File: src/iosbc_pkg.sv
// Package for the sense and buffer channel control block.
// Assumes a single 100 MHz core clock domain.
package iosbc_pkg;
  localparam int CLK_PERIOD_NS = 10;
  localparam int EF_HOLD_US = 8;
  localparam int EF_HOLD_CYC = (EF_HOLD_US * 1000) / CLK_PERIOD_NS;
  localparam int NUM_CHAN = 6;
  localparam int ADDR_W = 15;
  localparam int WORD_W = 48;
  localparam int IA_HI = 38;
  localparam int IA_LO = 24;
  localparam int TA_HI = 14;
  localparam int TA_LO = 0;
  localparam logic [2:0] J_SELECT = 3'h0;
  localparam logic [2:0] J_SENSE = 3'h7;
  localparam int FIFO_DEPTH = 8;

  typedef enum logic [1:0] {
    IOSBC_OP_XFER,
    IOSBC_OP_CLOCK,
    IOSBC_OP_INTR
  } iosbc_op_t;

  typedef struct packed {
    logic [2:0] chan;
    logic [ADDR_W-1:0] code;
    logic upper;
  } iosbc_ef_t;

  typedef struct packed {
    logic write;
    logic [ADDR_W-1:0] addr;
    logic [WORD_W-1:0] wdata;
  } iosbc_mem_req_t;
endpackage

File: src/iosbc_fifo.sv
// Word FIFO with valid/ready on both sides, flip-flop storage.
// Assumes one clock and an active-low asynchronous reset.
`timescale 1ns/100ps
`default_nettype none
module iosbc_fifo #(
  parameter int WIDTH = 48,
  parameter int DEPTH = 8
) (
  input wire logic i_core_clk,
  input wire logic i_rst_n,
  input wire logic i_in_valid,
  output logic o_in_ready,
  input wire logic [WIDTH-1:0] i_in_data,
  output logic o_out_valid,
  input wire logic i_out_ready,
  output logic [WIDTH-1:0] o_out_data
);
  localparam int AW = $clog2(DEPTH);
  logic [WIDTH-1:0] mem_reg [DEPTH];
  logic [AW-1:0] wr_reg;
  logic [AW-1:0] rd_reg;
  logic [AW:0] cnt_reg;
  logic push;
  logic pop;

  assign o_in_ready = (cnt_reg != (AW+1)'(DEPTH));
  assign o_out_valid = (cnt_reg != '0);
  assign o_out_data = mem_reg[rd_reg];
  assign push = i_in_valid && o_in_ready;
  assign pop = o_out_valid && i_out_ready;

  always_ff @(posedge i_core_clk) begin
    if (push) begin
      mem_reg[wr_reg] <= i_in_data;
    end
  end

  always_ff @(posedge i_core_clk or negedge i_rst_n) begin
    if (!i_rst_n) begin
      wr_reg <= '0;
      rd_reg <= '0;
      cnt_reg <= '0;
    end else begin
      if (push) begin
        wr_reg <= (wr_reg == AW'(DEPTH - 1)) ? '0 : wr_reg + 1'b1;
      end
      if (pop) begin
        rd_reg <= (rd_reg == AW'(DEPTH - 1)) ? '0 : rd_reg + 1'b1;
      end
      cnt_reg <= cnt_reg + (AW+1)'(push) - (AW+1)'(pop);
    end
  end
endmodule
`default_nettype wire

File: src/iosbc_top.sv
// Sense, external function and buffer channel control with aux sequence.
// Assumes a one-cycle storage port and handshake pins synchronous here,
// except the output resume, which passes a sync flag first.
// Overview of operation
// - Hold select and sense codes on lines 8 us
// - Sense code to channel 1-7 or internal
// - Low code bit inverts returned sense response
// - Resynced result picks full or half exit
// - Upper sense: full skips, half executes lower
// - Lower sense: full advances, half repeats
// - Designator 1-6 activates that buffer channel
// - Initial address into bits 38-24 of word j
// - Same storage cycle keeps terminal address
// - Active flag set when addresses differ
// - Return to fetch via complemented exit flag
// - Aux does transfer, clock advance, interrupt
// - Aux request suspends program, then resumes
// - Aux starts at exit, transfer end, stop
// - One word per operation, equipment paced
// - Read control word, move word, answer
// - Increment, write back, compare, maybe inactive
// - Aux exits after buffer steps
// - Resume sampled even, acted on odd
`timescale 1ns/100ps
`default_nettype none
module iosbc_top #(
  parameter int NCH = iosbc_pkg::NUM_CHAN,
  parameter int HOLD_CYC = iosbc_pkg::EF_HOLD_CYC,
  parameter int FDEPTH = iosbc_pkg::FIFO_DEPTH
) (
  input wire logic i_core_clk,
  input wire logic i_rst_n,
  input wire logic i_ef_start,
  input wire iosbc_pkg::iosbc_ef_t i_ef,
  output logic o_ef_busy,
  output logic o_ef_done,
  output logic o_full_exit,
  output logic o_skip_lower,
  output logic o_repeat,
  output logic o_ef_line_valid,
  output logic [2:0] o_ef_line_chan,
  output logic [iosbc_pkg::ADDR_W-1:0] o_ef_line_code,
  input wire logic i_sense_resp,
  input wire logic [NCH-1:0] i_internal_cond,
  input wire logic i_seq_exit,
  input wire logic i_xfer_done,
  input wire logic i_stopped,
  input wire logic i_clock_req,
  input wire logic i_intr_req,
  output logic o_prog_hold,
  output logic o_aux_active,
  output iosbc_pkg::iosbc_op_t o_aux_op,
  output logic o_exit_choice,
  output logic [NCH-1:0] o_channel_active,
  output logic o_mem_en,
  output iosbc_pkg::iosbc_mem_req_t o_mem_req,
  input wire logic [iosbc_pkg::WORD_W-1:0] i_mem_rdata,
  input wire logic [NCH-1:0] i_chan_is_input,
  input wire logic [NCH-1:0] i_in_ready,
  input wire logic [NCH-1:0] i_out_resume,
  input wire logic [iosbc_pkg::WORD_W-1:0] i_in_data,
  output logic [NCH-1:0] o_in_resume,
  output logic [NCH-1:0] o_out_ready,
  output logic o_out_valid,
  input wire logic i_out_take,
  output logic [iosbc_pkg::WORD_W-1:0] o_out_data
);
  localparam int AW = iosbc_pkg::ADDR_W;
  localparam int WW = iosbc_pkg::WORD_W;
  localparam int CW = $clog2(HOLD_CYC + 1);

  typedef enum logic [3:0] {
    ST_IDLE, ST_EF_HOLD, ST_EF_RESYNC, ST_ACT_RMW, ST_ACT_CMP,
    ST_AUX_READ, ST_AUX_DATA, ST_AUX_WB, ST_AUX_EXIT
  } iosbc_state_t;

  iosbc_state_t st_reg;
  iosbc_pkg::iosbc_ef_t ef_reg;
  logic [CW-1:0] hold_cnt_reg;
  logic sense_resync_reg;
  logic exit_choice_flag_reg;
  logic [NCH-1:0] channel_active_flag_reg;
  logic [NCH-1:0] resume_sync_flag_reg;
  logic [NCH-1:0] wait_resume_reg;
  logic [NCH-1:0] action_req_reg;
  logic [NCH-1:0] in_resume_reg;
  logic sync_even_reg;
  logic [2:0] scan_reg;
  logic [WW-1:0] ctl_reg;
  logic [WW-1:0] out_word_reg;
  logic out_push_reg;
  logic fifo_in_ready;
  logic aux_req;
  logic aux_start;
  logic scan_hit;
  logic cur_in;
  logic [AW-1:0] ia_inc;

  function automatic logic [AW-1:0] ia_of(input logic [WW-1:0] w);
    ia_of = w[iosbc_pkg::IA_HI:iosbc_pkg::IA_LO];
  endfunction

  function automatic logic [AW-1:0] ta_of(input logic [WW-1:0] w);
    ta_of = w[iosbc_pkg::TA_HI:iosbc_pkg::TA_LO];
  endfunction

  // Requests from the ready/resume lines and the other aux sources
  assign aux_req = (|action_req_reg) || i_clock_req || i_intr_req;
  // Scanner parked on a position that asks for service
  assign scan_hit = (scan_reg == 3'h0) ? (i_clock_req || i_intr_req) :
                    action_req_reg[scan_reg - 3'h1];
  assign aux_start = (st_reg == ST_IDLE) && scan_hit &&
                     (i_seq_exit || i_xfer_done || i_stopped);
  assign cur_in = i_chan_is_input[scan_reg - 3'h1];
  assign ia_inc = ia_of(ctl_reg) + AW'(1);

  // hold program while aux or function runs
  assign o_prog_hold = (st_reg != ST_IDLE);
  assign o_aux_active = (st_reg == ST_AUX_READ) || (st_reg == ST_AUX_DATA) ||
                        (st_reg == ST_AUX_WB) || (st_reg == ST_AUX_EXIT);
  assign o_ef_busy = (st_reg == ST_EF_HOLD) || (st_reg == ST_EF_RESYNC) ||
                     (st_reg == ST_ACT_RMW) || (st_reg == ST_ACT_CMP);
  assign o_exit_choice = exit_choice_flag_reg;
  assign o_channel_active = channel_active_flag_reg;
  assign o_in_resume = in_resume_reg;
  assign o_out_ready = wait_resume_reg;
  // code held on lines during the hold count
  assign o_ef_line_valid = (st_reg == ST_EF_HOLD);
  assign o_ef_line_chan = ef_reg.chan;
  // low code bit of a sense code is withheld from the lines
  assign o_ef_line_code = (ef_reg.chan == iosbc_pkg::J_SENSE) ?
                          {ef_reg.code[AW-1:1], 1'b0} : ef_reg.code;
  assign o_aux_op = (scan_reg != 3'h0) ? iosbc_pkg::IOSBC_OP_XFER :
                    (i_clock_req ? iosbc_pkg::IOSBC_OP_CLOCK :
                     iosbc_pkg::IOSBC_OP_INTR);

  // Main sequencer
  always_ff @(posedge i_core_clk or negedge i_rst_n) begin
    if (!i_rst_n) begin
      st_reg <= ST_IDLE;
      ef_reg <= '0;
      hold_cnt_reg <= '0;
      sense_resync_reg <= 1'b0;
      exit_choice_flag_reg <= 1'b0;
      ctl_reg <= '0;
      o_ef_done <= 1'b0;
      o_full_exit <= 1'b0;
      o_skip_lower <= 1'b0;
      o_repeat <= 1'b0;
      o_mem_en <= 1'b0;
      o_mem_req <= '0;
      out_push_reg <= 1'b0;
      out_word_reg <= '0;
    end else begin
      o_ef_done <= 1'b0;
      o_mem_en <= 1'b0;
      out_push_reg <= 1'b0;
      unique case (st_reg)
        ST_IDLE: begin
          if (aux_start && scan_reg != 3'h0) begin
            st_reg <= ST_AUX_READ;
            o_mem_en <= 1'b1;
            o_mem_req <= '{write: 1'b0, addr: AW'(scan_reg), wdata: '0};
          end else if (aux_start) begin
            st_reg <= ST_AUX_EXIT;
          end else if (i_ef_start) begin
            ef_reg <= i_ef;
            if (i_ef.chan != iosbc_pkg::J_SELECT &&
                i_ef.chan != iosbc_pkg::J_SENSE) begin
              st_reg <= ST_ACT_RMW;
              exit_choice_flag_reg <= ~exit_choice_flag_reg;
              o_mem_en <= 1'b1;
              o_mem_req <= '{write: 1'b0, addr: AW'(i_ef.chan), wdata: '0};
            end else begin
              st_reg <= ST_EF_HOLD;
              hold_cnt_reg <= CW'(HOLD_CYC - 1);
            end
          end
        end
        ST_EF_HOLD: begin
          if (hold_cnt_reg == '0) begin
            st_reg <= ST_EF_RESYNC;
            // internal condition when channel field is zero
            // response combined with low code bit
            sense_resync_reg <= (ef_reg.chan == iosbc_pkg::J_SENSE) ?
              (((ef_reg.code[AW-1:4] == '0 && ef_reg.code[3:1] != '0) ?
                i_internal_cond[ef_reg.code[3:1] - 3'h1] : i_sense_resp)
               ^ ef_reg.code[0]) : 1'b1;
          end else begin
            hold_cnt_reg <= hold_cnt_reg - 1'b1;
          end
        end
        ST_EF_RESYNC: begin
          // full exit on one, half exit on zero
          o_ef_done <= 1'b1;
          o_full_exit <= sense_resync_reg;
          o_skip_lower <= ef_reg.upper && sense_resync_reg;
          o_repeat <= !ef_reg.upper && !sense_resync_reg;
          st_reg <= ST_IDLE;
        end
        ST_ACT_RMW: begin
          ctl_reg <= i_mem_rdata;
          ctl_reg[iosbc_pkg::IA_HI:iosbc_pkg::IA_LO] <= ef_reg.code;
          o_mem_en <= 1'b1;
          o_mem_req <= '{write: 1'b1, addr: AW'(ef_reg.chan),
                         wdata: {i_mem_rdata[WW-1:iosbc_pkg::IA_HI+1],
                                 ef_reg.code,
                                 i_mem_rdata[iosbc_pkg::IA_LO-1:0]}};
          st_reg <= ST_ACT_CMP;
        end
        ST_ACT_CMP: begin
          o_ef_done <= 1'b1;
          o_full_exit <= exit_choice_flag_reg;
          o_skip_lower <= 1'b0;
          o_repeat <= 1'b0;
          st_reg <= ST_IDLE;
        end
        ST_AUX_READ: begin
          ctl_reg <= i_mem_rdata;
          o_mem_en <= 1'b1;
          // word stored or fetched at initial address
          o_mem_req <= '{write: cur_in, addr: ia_of(i_mem_rdata),
                         wdata: i_in_data};
          st_reg <= ST_AUX_DATA;
        end
        ST_AUX_DATA: begin
          if (!cur_in) begin
            out_word_reg <= i_mem_rdata;
            out_push_reg <= 1'b1;
          end
          o_mem_en <= 1'b1;
          o_mem_req <= '{write: 1'b1, addr: AW'(scan_reg),
                         wdata: {ctl_reg[WW-1:iosbc_pkg::IA_HI+1], ia_inc,
                                 ctl_reg[iosbc_pkg::IA_LO-1:0]}};
          st_reg <= ST_AUX_WB;
        end
        ST_AUX_WB: begin
          st_reg <= ST_AUX_EXIT;
        end
        ST_AUX_EXIT: begin
          st_reg <= ST_IDLE;
        end
        default: st_reg <= ST_IDLE;
      endcase
    end
  end

  // Active flags: on activation, on each transfer
  always_ff @(posedge i_core_clk or negedge i_rst_n) begin
    if (!i_rst_n) begin
      channel_active_flag_reg <= '0;
    end else if (st_reg == ST_ACT_CMP) begin
      channel_active_flag_reg[ef_reg.chan - 3'h1] <=
        (ia_of(ctl_reg) != ta_of(ctl_reg));
    end else if (st_reg == ST_AUX_WB && scan_reg != 3'h0) begin
      channel_active_flag_reg[scan_reg - 3'h1] <= (ia_inc != ta_of(ctl_reg));
    end
  end

  // scanner advances while idle unless stopped on a requester
  always_ff @(posedge i_core_clk or negedge i_rst_n) begin
    if (!i_rst_n) begin
      scan_reg <= 3'h0;
      sync_even_reg <= 1'b0;
    end else begin
      sync_even_reg <= ~sync_even_reg;
      if (st_reg == ST_IDLE && !aux_req) begin
        scan_reg <= (scan_reg == 3'(NCH)) ? 3'h0 : scan_reg + 3'h1;
      end else if (st_reg == ST_IDLE && scan_reg != 3'h0 &&
                   !action_req_reg[scan_reg - 3'h1]) begin
        scan_reg <= (scan_reg == 3'(NCH)) ? 3'h0 : scan_reg + 3'h1;
      end else if (st_reg == ST_IDLE && scan_reg == 3'h0 &&
                   !i_clock_req && !i_intr_req) begin
        scan_reg <= 3'h1;
      end
    end
  end

  // Per channel handshake logic
  genvar g;
  generate
    for (g = 0; g < NCH; g++) begin : g_chan
      logic done_here;
      assign done_here = (st_reg == ST_AUX_WB) && (scan_reg == 3'(g + 1));
      always_ff @(posedge i_core_clk or negedge i_rst_n) begin
        if (!i_rst_n) begin
          resume_sync_flag_reg[g] <= 1'b0;
          wait_resume_reg[g] <= 1'b0;
          action_req_reg[g] <= 1'b0;
          in_resume_reg[g] <= 1'b0;
        end else begin
          if (sync_even_reg) begin
            resume_sync_flag_reg[g] <= i_out_resume[g];
          end
          // one word per request, paced by equipment
          if (done_here) begin
            action_req_reg[g] <= 1'b0;
            wait_resume_reg[g] <= !i_chan_is_input[g] &&
                                  channel_active_flag_reg[g];
            in_resume_reg[g] <= i_chan_is_input[g];
          end else begin
            in_resume_reg[g] <= in_resume_reg[g] && i_in_ready[g];
            if (!sync_even_reg && resume_sync_flag_reg[g]) begin
              // odd pulse acts on resume flag
              wait_resume_reg[g] <= 1'b0;
              action_req_reg[g] <= channel_active_flag_reg[g] &&
                                   wait_resume_reg[g];
            end else if (i_chan_is_input[g] && i_in_ready[g] &&
                         !in_resume_reg[g] && channel_active_flag_reg[g]) begin
              action_req_reg[g] <= 1'b1;
            end else if (!i_chan_is_input[g] && channel_active_flag_reg[g] &&
                         !wait_resume_reg[g] && !action_req_reg[g] &&
                         !resume_sync_flag_reg[g] && fifo_in_ready) begin
              action_req_reg[g] <= 1'b1;
            end else if (!channel_active_flag_reg[g]) begin
              // Drop a stale request once the channel is inactive
              action_req_reg[g] <= 1'b0;
            end
          end
        end
      end
    end
  endgenerate

  iosbc_fifo #(.WIDTH(WW), .DEPTH(FDEPTH)) u_out_fifo (
    .i_core_clk(i_core_clk),
    .i_rst_n(i_rst_n),
    .i_in_valid(out_push_reg),
    .o_in_ready(fifo_in_ready),
    .i_in_data(out_word_reg),
    .o_out_valid(o_out_valid),
    .i_out_ready(i_out_take),
    .o_out_data(o_out_data)
  );
endmodule
`default_nettype wire

File: config.mk
export PLATFORM = sky130hd
export DESIGN_NAME = iosbc_top
export DESIGN_NICKNAME = d
export VERILOG_FILES = /design/src/iosbc_pkg.sv /design/src/iosbc_fifo.sv /design/src/iosbc_top.sv
export SDC_FILE = /design/constraint.sdc
export NUM_CORES = 1
export LEC_CHECK = 0
export BUFFER_PORTS_ARGS = -buffer_cell sky130_fd_sc_hd__buf_2
export CAP_MARGIN = 20
export CORE_MARGIN = 8
export CORE_UTILIZATION = 45
export CTS_CLUSTER_SIZE = 14
export DETAILED_ROUTE_END_ITERATION = 16
export GPL_TIMING_DRIVEN = 0
export RECOVER_POWER = 50
export SYNTH_ARGS = -nofsm -noshare
export SYNTH_HDL_FRONTEND = slang
export SYNTH_SLANG_ARGS = --single-unit
export TNS_END_PERCENT = 1
File: constraint.sdc
create_clock -name i_core_clk -period 8.5 [get_ports i_core_clk]
set_clock_uncertainty 0.05 [all_clocks]
set_input_delay 2.55 -clock i_core_clk [delete_from_list [all_inputs] [get_ports i_core_clk]]
set_output_delay 2.55 -clock i_core_clk [all_outputs]
set_load 0.05 [all_outputs]
==> qor.txt, run 1 <==
dpl cells - 2911
dominant cells by area after synthesis - edfxtp_1, dfrtp_1, mux4_2
die extent in y - 259.1 um
wire length of the first global-routing pass - 110.3 mm
Detail Placement HPWL - 53.24 mm
EDFF count, synth - 384
result of the run - complete, but fails checks
Top Family by Delay on Critical Path - buffers and inverters
cell-by-cell trace of the critical path - clkbuf_1 > clkbuf_2
number of storage elements in the synthesis netlist - 629
buffers added on ports - 309
cell with the biggest individual delay on the critical path - clkbuf_1
CTS tree - done
Peak Freq - 0.1582 GHz
Die X - 259.1 um
final period utilization - 0.7437
Slew HR - -1.074
DRT antenna net count - 0
number of instances in the synthesized netlist - 1803
Max IR drop VDD - 0.0002583 V
starting utilization of the core area - 0.4533
Synth area leader - edfxtp_1
sequential cell area fraction in the yosys report - 0.6640
placer's final routability congestion estimate - 0.8857
Synth Net Count - 1976
Post-Synthesis Mean Instance Area - 14.75 um^2
flip-flop count of the largest register, all copies and words added - 384
final net count - 2380
Post-Layout Inst Area - 31560 um^2
antenna violations before repair - 4
CTS Hold Buffers Added - 0
power per cell area - 393.3 nW/um^2
drt wl/cell - 24.11 um
biggest fanout along the worst timing path - 80
ratio of routed vias to standard cells - 5.560
number of placement rows - 89
arrival time worst endpoint - 6.55 ns
final critical delay including setup and external delays - 6.322 ns
Remaining Overflow, GRT - 0
number of cells upsized or downsized after cts - 0
share of the synthesized area in the top cell type - 0.4335
Max H-tree Level - 3
delay of the slowest critical-path stage - 2.15 ns
TritonCTS buffer count - 66
fraction of final layout cells with drive strength greater than 1 - 0.3041
leakage power total - 12.41 nW
critical path launch point type - input pin
initial drt markers - 1317
HP Class - flop to flop
DIE AREA - 67150 um^2
Syn. warnings - 0
Clock Sinks - 629
Critical Path Sink Type - asynchronous set/reset pin
GRT Total Usage - 0.2157
layout overhead on the synthesized area - 18.66%
post-layout instance count excluding filler cells - 3033
total setup violations reported at the end of the flow - 0
aggregate negative setup slack - 0 ns
vias after detailed routing - 16.86k
worst hold-check slack - 0.4453 ns
failing checks - max-capacitance violations, max-slew violations
total I/O pin count - 310
placed cell areas - 29660 um^2
final hold violation count - 0
cell with the most instances after synthesis - edfxtp_1
cell chosen for the clock root - clkbuf_16
Post-Synthesis Cell Area - 26600 um^2
number of max-slew violations in the final report - 203
RSZ-0062 raised after global routing - false
count of buffering cells on the critical path with inverters included - 2
Worst EP required - 8.72 ns
number of max-capacitance violations reported - 8
Crit Path Category - input pin to asynchronous set/reset pin
Pre-antenna DRT Iters - 8
Final Worst Setup Slack - 2.178 ns
multi-input gate area in the final layout - 8046 um^2
Synth Flop Type - edfxtp_1
number of distinct library cells after synthesis - 81
Worst Setup Slack post-DPL - 2.788 ns
Post-synth top cells - edfxtp_1, nand2_1, dfrtp_1
layout filler cell count - 4866
pin count of the biggest net entering global routing - 114
number of global-route vias before repair - 17.82k
clock latency at the later pin of the worst-skew pair - 0.59 ns
Register Area - 17660 um^2
area of the placeable core - 58690 um^2
clock slew at reported path FFs - 0.06 ns
number of setup buffers added after CTS - 0
measured slew at the worst slew-check pin - 3.111 ns
fraction of registers with async set or reset after synthesis - 0.3895
final wirelength - 73.12 mm
buffer levels on the longest clock path - 3
DRC errors left - 0
==> logic make-up (layout without fill, tap and decap cells) <==
group                      count (synthesis)  count (layout)  share of synthesized area
DFF                                      629             629                     0.6640
and+or+nand+nor                          436             436                    0.07766
AOI/OAI and AO/OA                        246             246                    0.06341
muxes                                    224             224                     0.1353
buffers and inverters                    200             656                    0.03326
xor gates and xnor gates                  44              44                    0.01477
adders and majority gates                 24              24                    0.01157
other                                      0               1                          0
==> power by group <==
| group | internal [mW] | total [mW] | switching [mW] |
|---|---|---|---|
| Combinational | 1.73 | 5.03 | 3.30 |
| Sequential | 3.96 | 4.61 | 0.643 |
| Clock | 1.59 | 2.78 | 1.19 |
| Total | 7.28 | 12.4 | 5.14 |
==> cells in the final DEF, fill, tap and decap left out, drive strengths merged, types with 5 or more instances in the layout <==
cell type	synthesis	final
buf	61	378
o221ai	6	6
nand3b	5	5
or3	6	6
nor2	56	56
clkbuf	43	150
xor2	19	19
nand2b	18	18
nand4	5	5
dfrtp	245	245
a222oi	44	44
nor4	13	13
mux2	105	105
and3	7	7
nand3	20	20
ha	23	23
o31ai	7	7
o21ai	114	114
a21oi	19	19
nand2	248	248
xnor2	25	25
edfxtp	384	384
mux4	98	98
nor3	32	32
mux2i	21	21
a22oi	10	10
inv	94	96
clkinv	2	28
==> cell type report <==
| type | instances | area share |
|---|---|---|
| Clock inverter | 32 | 0.008761 |
| Antenna cell | 1 | 0.00007928 |
| Tap cell | 773 | 0.03064 |
| Buffer | 104 | 0.01661 |
| Clock buffer | 88 | 0.05689 |
| Multi-Input combinational cell | 974 | 0.2549 |
| Sequential cell | 629 | 0.5596 |
| Timing Repair Buffer | 336 | 0.06109 |
| Inverter | 96 | 0.01142 |
==> path summary, 6_finish.rpt <==
check | slack, ns | to | cells after the start | startpoint
worst max register to register | 4.24 | u_out_fifo.mem_reg[2][18]$_DFFE_PP_ | 10 | u_out_fifo.cnt_reg[2]$_DFF_PN0_
worst min-delay path | 0.45 | o_exit_choice$_DFFE_PN0P_ | 1 | o_exit_choice$_DFFE_PN0P_
min in group asynchronous | 2.94 | ef_reg[13]$_DFFE_PN0P_ | 1 | i_rst_n
worst min register to register | 0.45 | o_exit_choice$_DFFE_PN0P_ | 1 | o_exit_choice$_DFFE_PN0P_
max in group i_core_clk | 2.45 | o_out_data[33] | 6 | u_out_fifo.rd_reg[1]$_DFFE_PN0P_
worst max-delay path | 2.18 | out_word_reg[32]$_DFFE_PN0P_ | 2 | i_rst_n
==> stage by stage <==
stage / utilization / total power [mW]
floorplan: - / 8.177
global placement: 0.4961 / 9.645
detailed placement: 0.5054 / 9.734
CTS: 0.5407 / 12.54
global route: 0.5378 / 13.02
finish: 0.5378 / 12.42
==> metal layers <==
layer | vias up | share of wire | GRT usage
met2 | 575 | 0.50 | 0.3682
met5 | - | 0.00023 | 0
met4 | 2 | 0.023 | 0.06280
met3 | 104 | 0.057 | 0.03625
li1 | 7577 | - | -
met1 | 8604 | 0.42 | 0.2824
(Power assumes the default switching activity.)
==> inputs of run 2 (changes only) <==
Clock period 8.5 ns to 6.5 ns, I/O delays scaled along.
==> qor.txt, run 2 (synthesis results as in run 1) <==
result of the run - complete, but fails checks (unchanged)
failing checks - max-capacitance violations, max-slew violations (unchanged)
area of the placeable core - 58690 um^2 (unchanged)
Peak Freq - 0.1755 GHz
cell with the biggest individual delay on the critical path - clkbuf_1 (unchanged)
final hold violation count - 0 (unchanged)
power per cell area - 512.6 nW/um^2 (was 393.3 nW/um^2)
total I/O pin count - 310 (unchanged)
count of buffering cells on the critical path with inverters included - 4 (was 2)
final wirelength - 73.15 mm (was 73.12 mm)
setup slack, reg-to-reg - 2.81 ns (was 4.24 ns)
number of cells upsized or downsized after cts - 0 (unchanged)
utilization after layout - 0.5397 (was 0.5378)
Die X - 259.1 um (unchanged)
post-layout instance count excluding filler cells - 3034 (was 3033)
GRT Total Usage - 0.2157 (unchanged)
Max IR drop VDD - 0.0003373 V (was 0.0002583 V)
Top Family by Delay on Critical Path - buffers and inverters (unchanged)
Critical Path Sink Type - output pin (was asynchronous set/reset pin)
antenna violations before repair - 4 (unchanged)
DRT antenna net count - 0 (unchanged)
final critical delay including setup and external delays - 5.697 ns
die extent in y - 259.1 um (unchanged)
delay of the slowest critical-path stage - 0.74 ns (was 2.15 ns)
drt wl/cell - 24.11 um (about the same)
clock slew at reported path FFs - 0.06 ns (about the same)
Pre-antenna DRT Iters - 8 (unchanged)
wire length of the first global-routing pass - 110.3 mm (unchanged)
leakage power total - 12.44 nW (was 12.41 nW)
flip-flop count of the largest register, all copies and words added - 384 (unchanged)
starting utilization of the core area - 0.4533 (unchanged)
placer's final routability congestion estimate - 0.8857 (unchanged)
buffer levels on the longest clock path - 3 (unchanged)
clock latency at the later pin of the worst-skew pair - 0.59 ns (about the same)
HP Class - flop to flop (unchanged)
number of max-slew violations in the final report - 61 (was 203)
fraction of final layout cells with drive strength greater than 1 - 0.3068 (was 0.3041)
Final Worst Setup Slack - 0.8026 ns (was 2.178 ns)
CTS tree - done (unchanged)
RSZ-0062 raised after global routing - false (unchanged)
Worst EP required - 4.50 ns (was 8.72 ns)
pin count of the biggest net entering global routing - 114 (unchanged)
sink of the worst hold path - o_exit_choice$_DFFE_PN0P_ (unchanged)
reg-to-reg critical path endpoint - o_mem_req[34]$_DFFE_PN0P_ (was u_out_fifo.mem_reg[2][18]$_DFFE_PP_)
TritonCTS buffer count - 66 (unchanged)
biggest fanout along the worst timing path - 10 (was 80)
CTS Hold Buffers Added - 0 (unchanged)
number of global-route vias before repair - 17.82k (unchanged)
commonest non-fill, non-tap cell in the layout - edfxtp_1 (unchanged)
DRC errors left - 0 (unchanged)
Slew HR - -1.163 (was -1.074)
critical path launch point type - flop (was input pin)
total setup violations reported at the end of the flow - 0 (unchanged)
cell depth of the worst hold path - 1 (unchanged)
Worst Reg-to-Reg Cells - 11 (was 10)
Detail Placement HPWL - 53.24 mm (unchanged)
buffers added on ports - 309 (unchanged)
initial drt markers - 1344 (was 1317)
number of max-capacitance violations reported - 2 (was 8)
cell-by-cell trace of the critical path - clkbuf_1 > clkbuf_1 > buf_2 > mux4_2 > mux2_2 > buf_2 (was clkbuf_1 > clkbuf_2)
Crit Path Category - flop to output pin (was input pin to asynchronous set/reset pin)
Clock Sinks - 629 (unchanged)
final period utilization - 0.8765
DIE AREA - 67150 um^2 (unchanged)
launch instance of the worst register-to-register path - scan_reg[0]$_DFFE_PN0P_ (was u_out_fifo.cnt_reg[2]$_DFF_PN0_)
commonest cells after routing, fill and taps aside - edfxtp_1, buf_2, nand2_1, dfrtp_1, o21ai_0 (unchanged)
Worst Setup Slack post-DPL - 1.580 ns (was 2.788 ns)
layout overhead on the synthesized area - 19.08% (was 18.66%)
critical hold path startpoint - o_exit_choice$_DFFE_PN0P_ (unchanged)
depth of the critical timing path with buffers and inverters included - 6 (was 2)
ratio of routed vias to standard cells - 5.565 (was 5.560)
Remaining Overflow, GRT - 0 (unchanged)
vias after detailed routing - 16.89k (was 16.86k)
dpl cells - 2911 (unchanged)
Max H-tree Level - 3 (unchanged)
arrival time worst endpoint - 3.70 ns (was 6.55 ns)
cell chosen for the clock root - clkbuf_16 (unchanged)
number of placement rows - 89 (unchanged)
measured slew at the worst slew-check pin - 3.244 ns (was 3.111 ns)
number of setup buffers added after CTS - 0 (unchanged)
final net count - 2380 (unchanged)
## run 2: through the flow
step           TNS [ns]  area [um^2]  hold WS [ns]  total power [mW]
6_report              0        31670        0.4454             16.23
5_1_grt               0        31670        0.4701             17.04
4_1_cts               0        31730        0.4502             16.40
3_5_place_dp          0        29660        0.4384             12.73
3_3_place_gp    -503.90        29110        0.4293             12.61
2_1_floorplan         0        26600        0.4214             10.69
## run 2: power breakdown
group | leakage (nW) | switching (mW) | internal, mW
Sequential | 6.57 | 0.838 | 5.18
Combinational | 4.86 | 4.32 | 2.26
Clock | 1.01 | 1.55 | 2.08
## run 2: metal layers
metal | GRT usage | up-vias | share of wire | wire length (um)
li1 | - | 7578 | - | -
met1 | 0.2824 | 8638 | 0.42 | 30680
met2 | 0.3682 | 571 | 0.50 | 36670
met3 | 0.03625 | 96 | 0.056 | 4098
met4 | 0.06280 | 2 | 0.023 | 1692
met5 | 0 | - | 0.00018 | 13
## run 2: worst max-delay path by stage
stage | from | endpoint | slack, ns
6_report | u_out_fifo.rd_reg[0]$_DFFE_PN0P_ | o_out_data[33] | 0.80
3_3_place_gp | u_out_fifo.cnt_reg[2]$_DFF_PN0_ | u_out_fifo.mem_reg[0][20]$_DFFE_PP_ | -2.36
2_1_floorplan | u_out_fifo.cnt_reg[2]$_DFF_PN0_ | u_out_fifo.mem_reg[0][0]$_DFFE_PP_ | 1.43
5_1_grt | u_out_fifo.rd_reg[0]$_DFFE_PN0P_ | o_out_data[36] | 0.57
4_1_cts | u_out_fifo.rd_reg[1]$_DFFE_PN0P_ | o_out_data[29] | 0.92
3_5_place_dp | u_out_fifo.rd_reg[1]$_DFFE_PN0P_ | o_out_data[24] | 1.58
## run 2: cell type report
type                    instances  area [um^2]
fillers                      4852        27010
flip-flops and latches        629        17660
clock inverters                32        276.5
plain buffers                 104        518.0
inverters                      96        360.3
diodes                          2        5.005
well taps                     773        967.2
repair buffers                336         2021
clock buffers                  88         1795
multi-input cells             974         8069
## run 2: worst reg2reg max path, stage by stage (launching register included)
cell	delay (ns)
dfrtp_1	0.41
clkbuf_1	0.42
inv_1	0.27
ha_1	0.30
xor2_1	0.34
or3_1	0.20
nand4_1	0.27
a31oi_2	0.48
nor2_4	0.10
inv_2	0.21
buf_2	0.35
o21ai_0	0.14
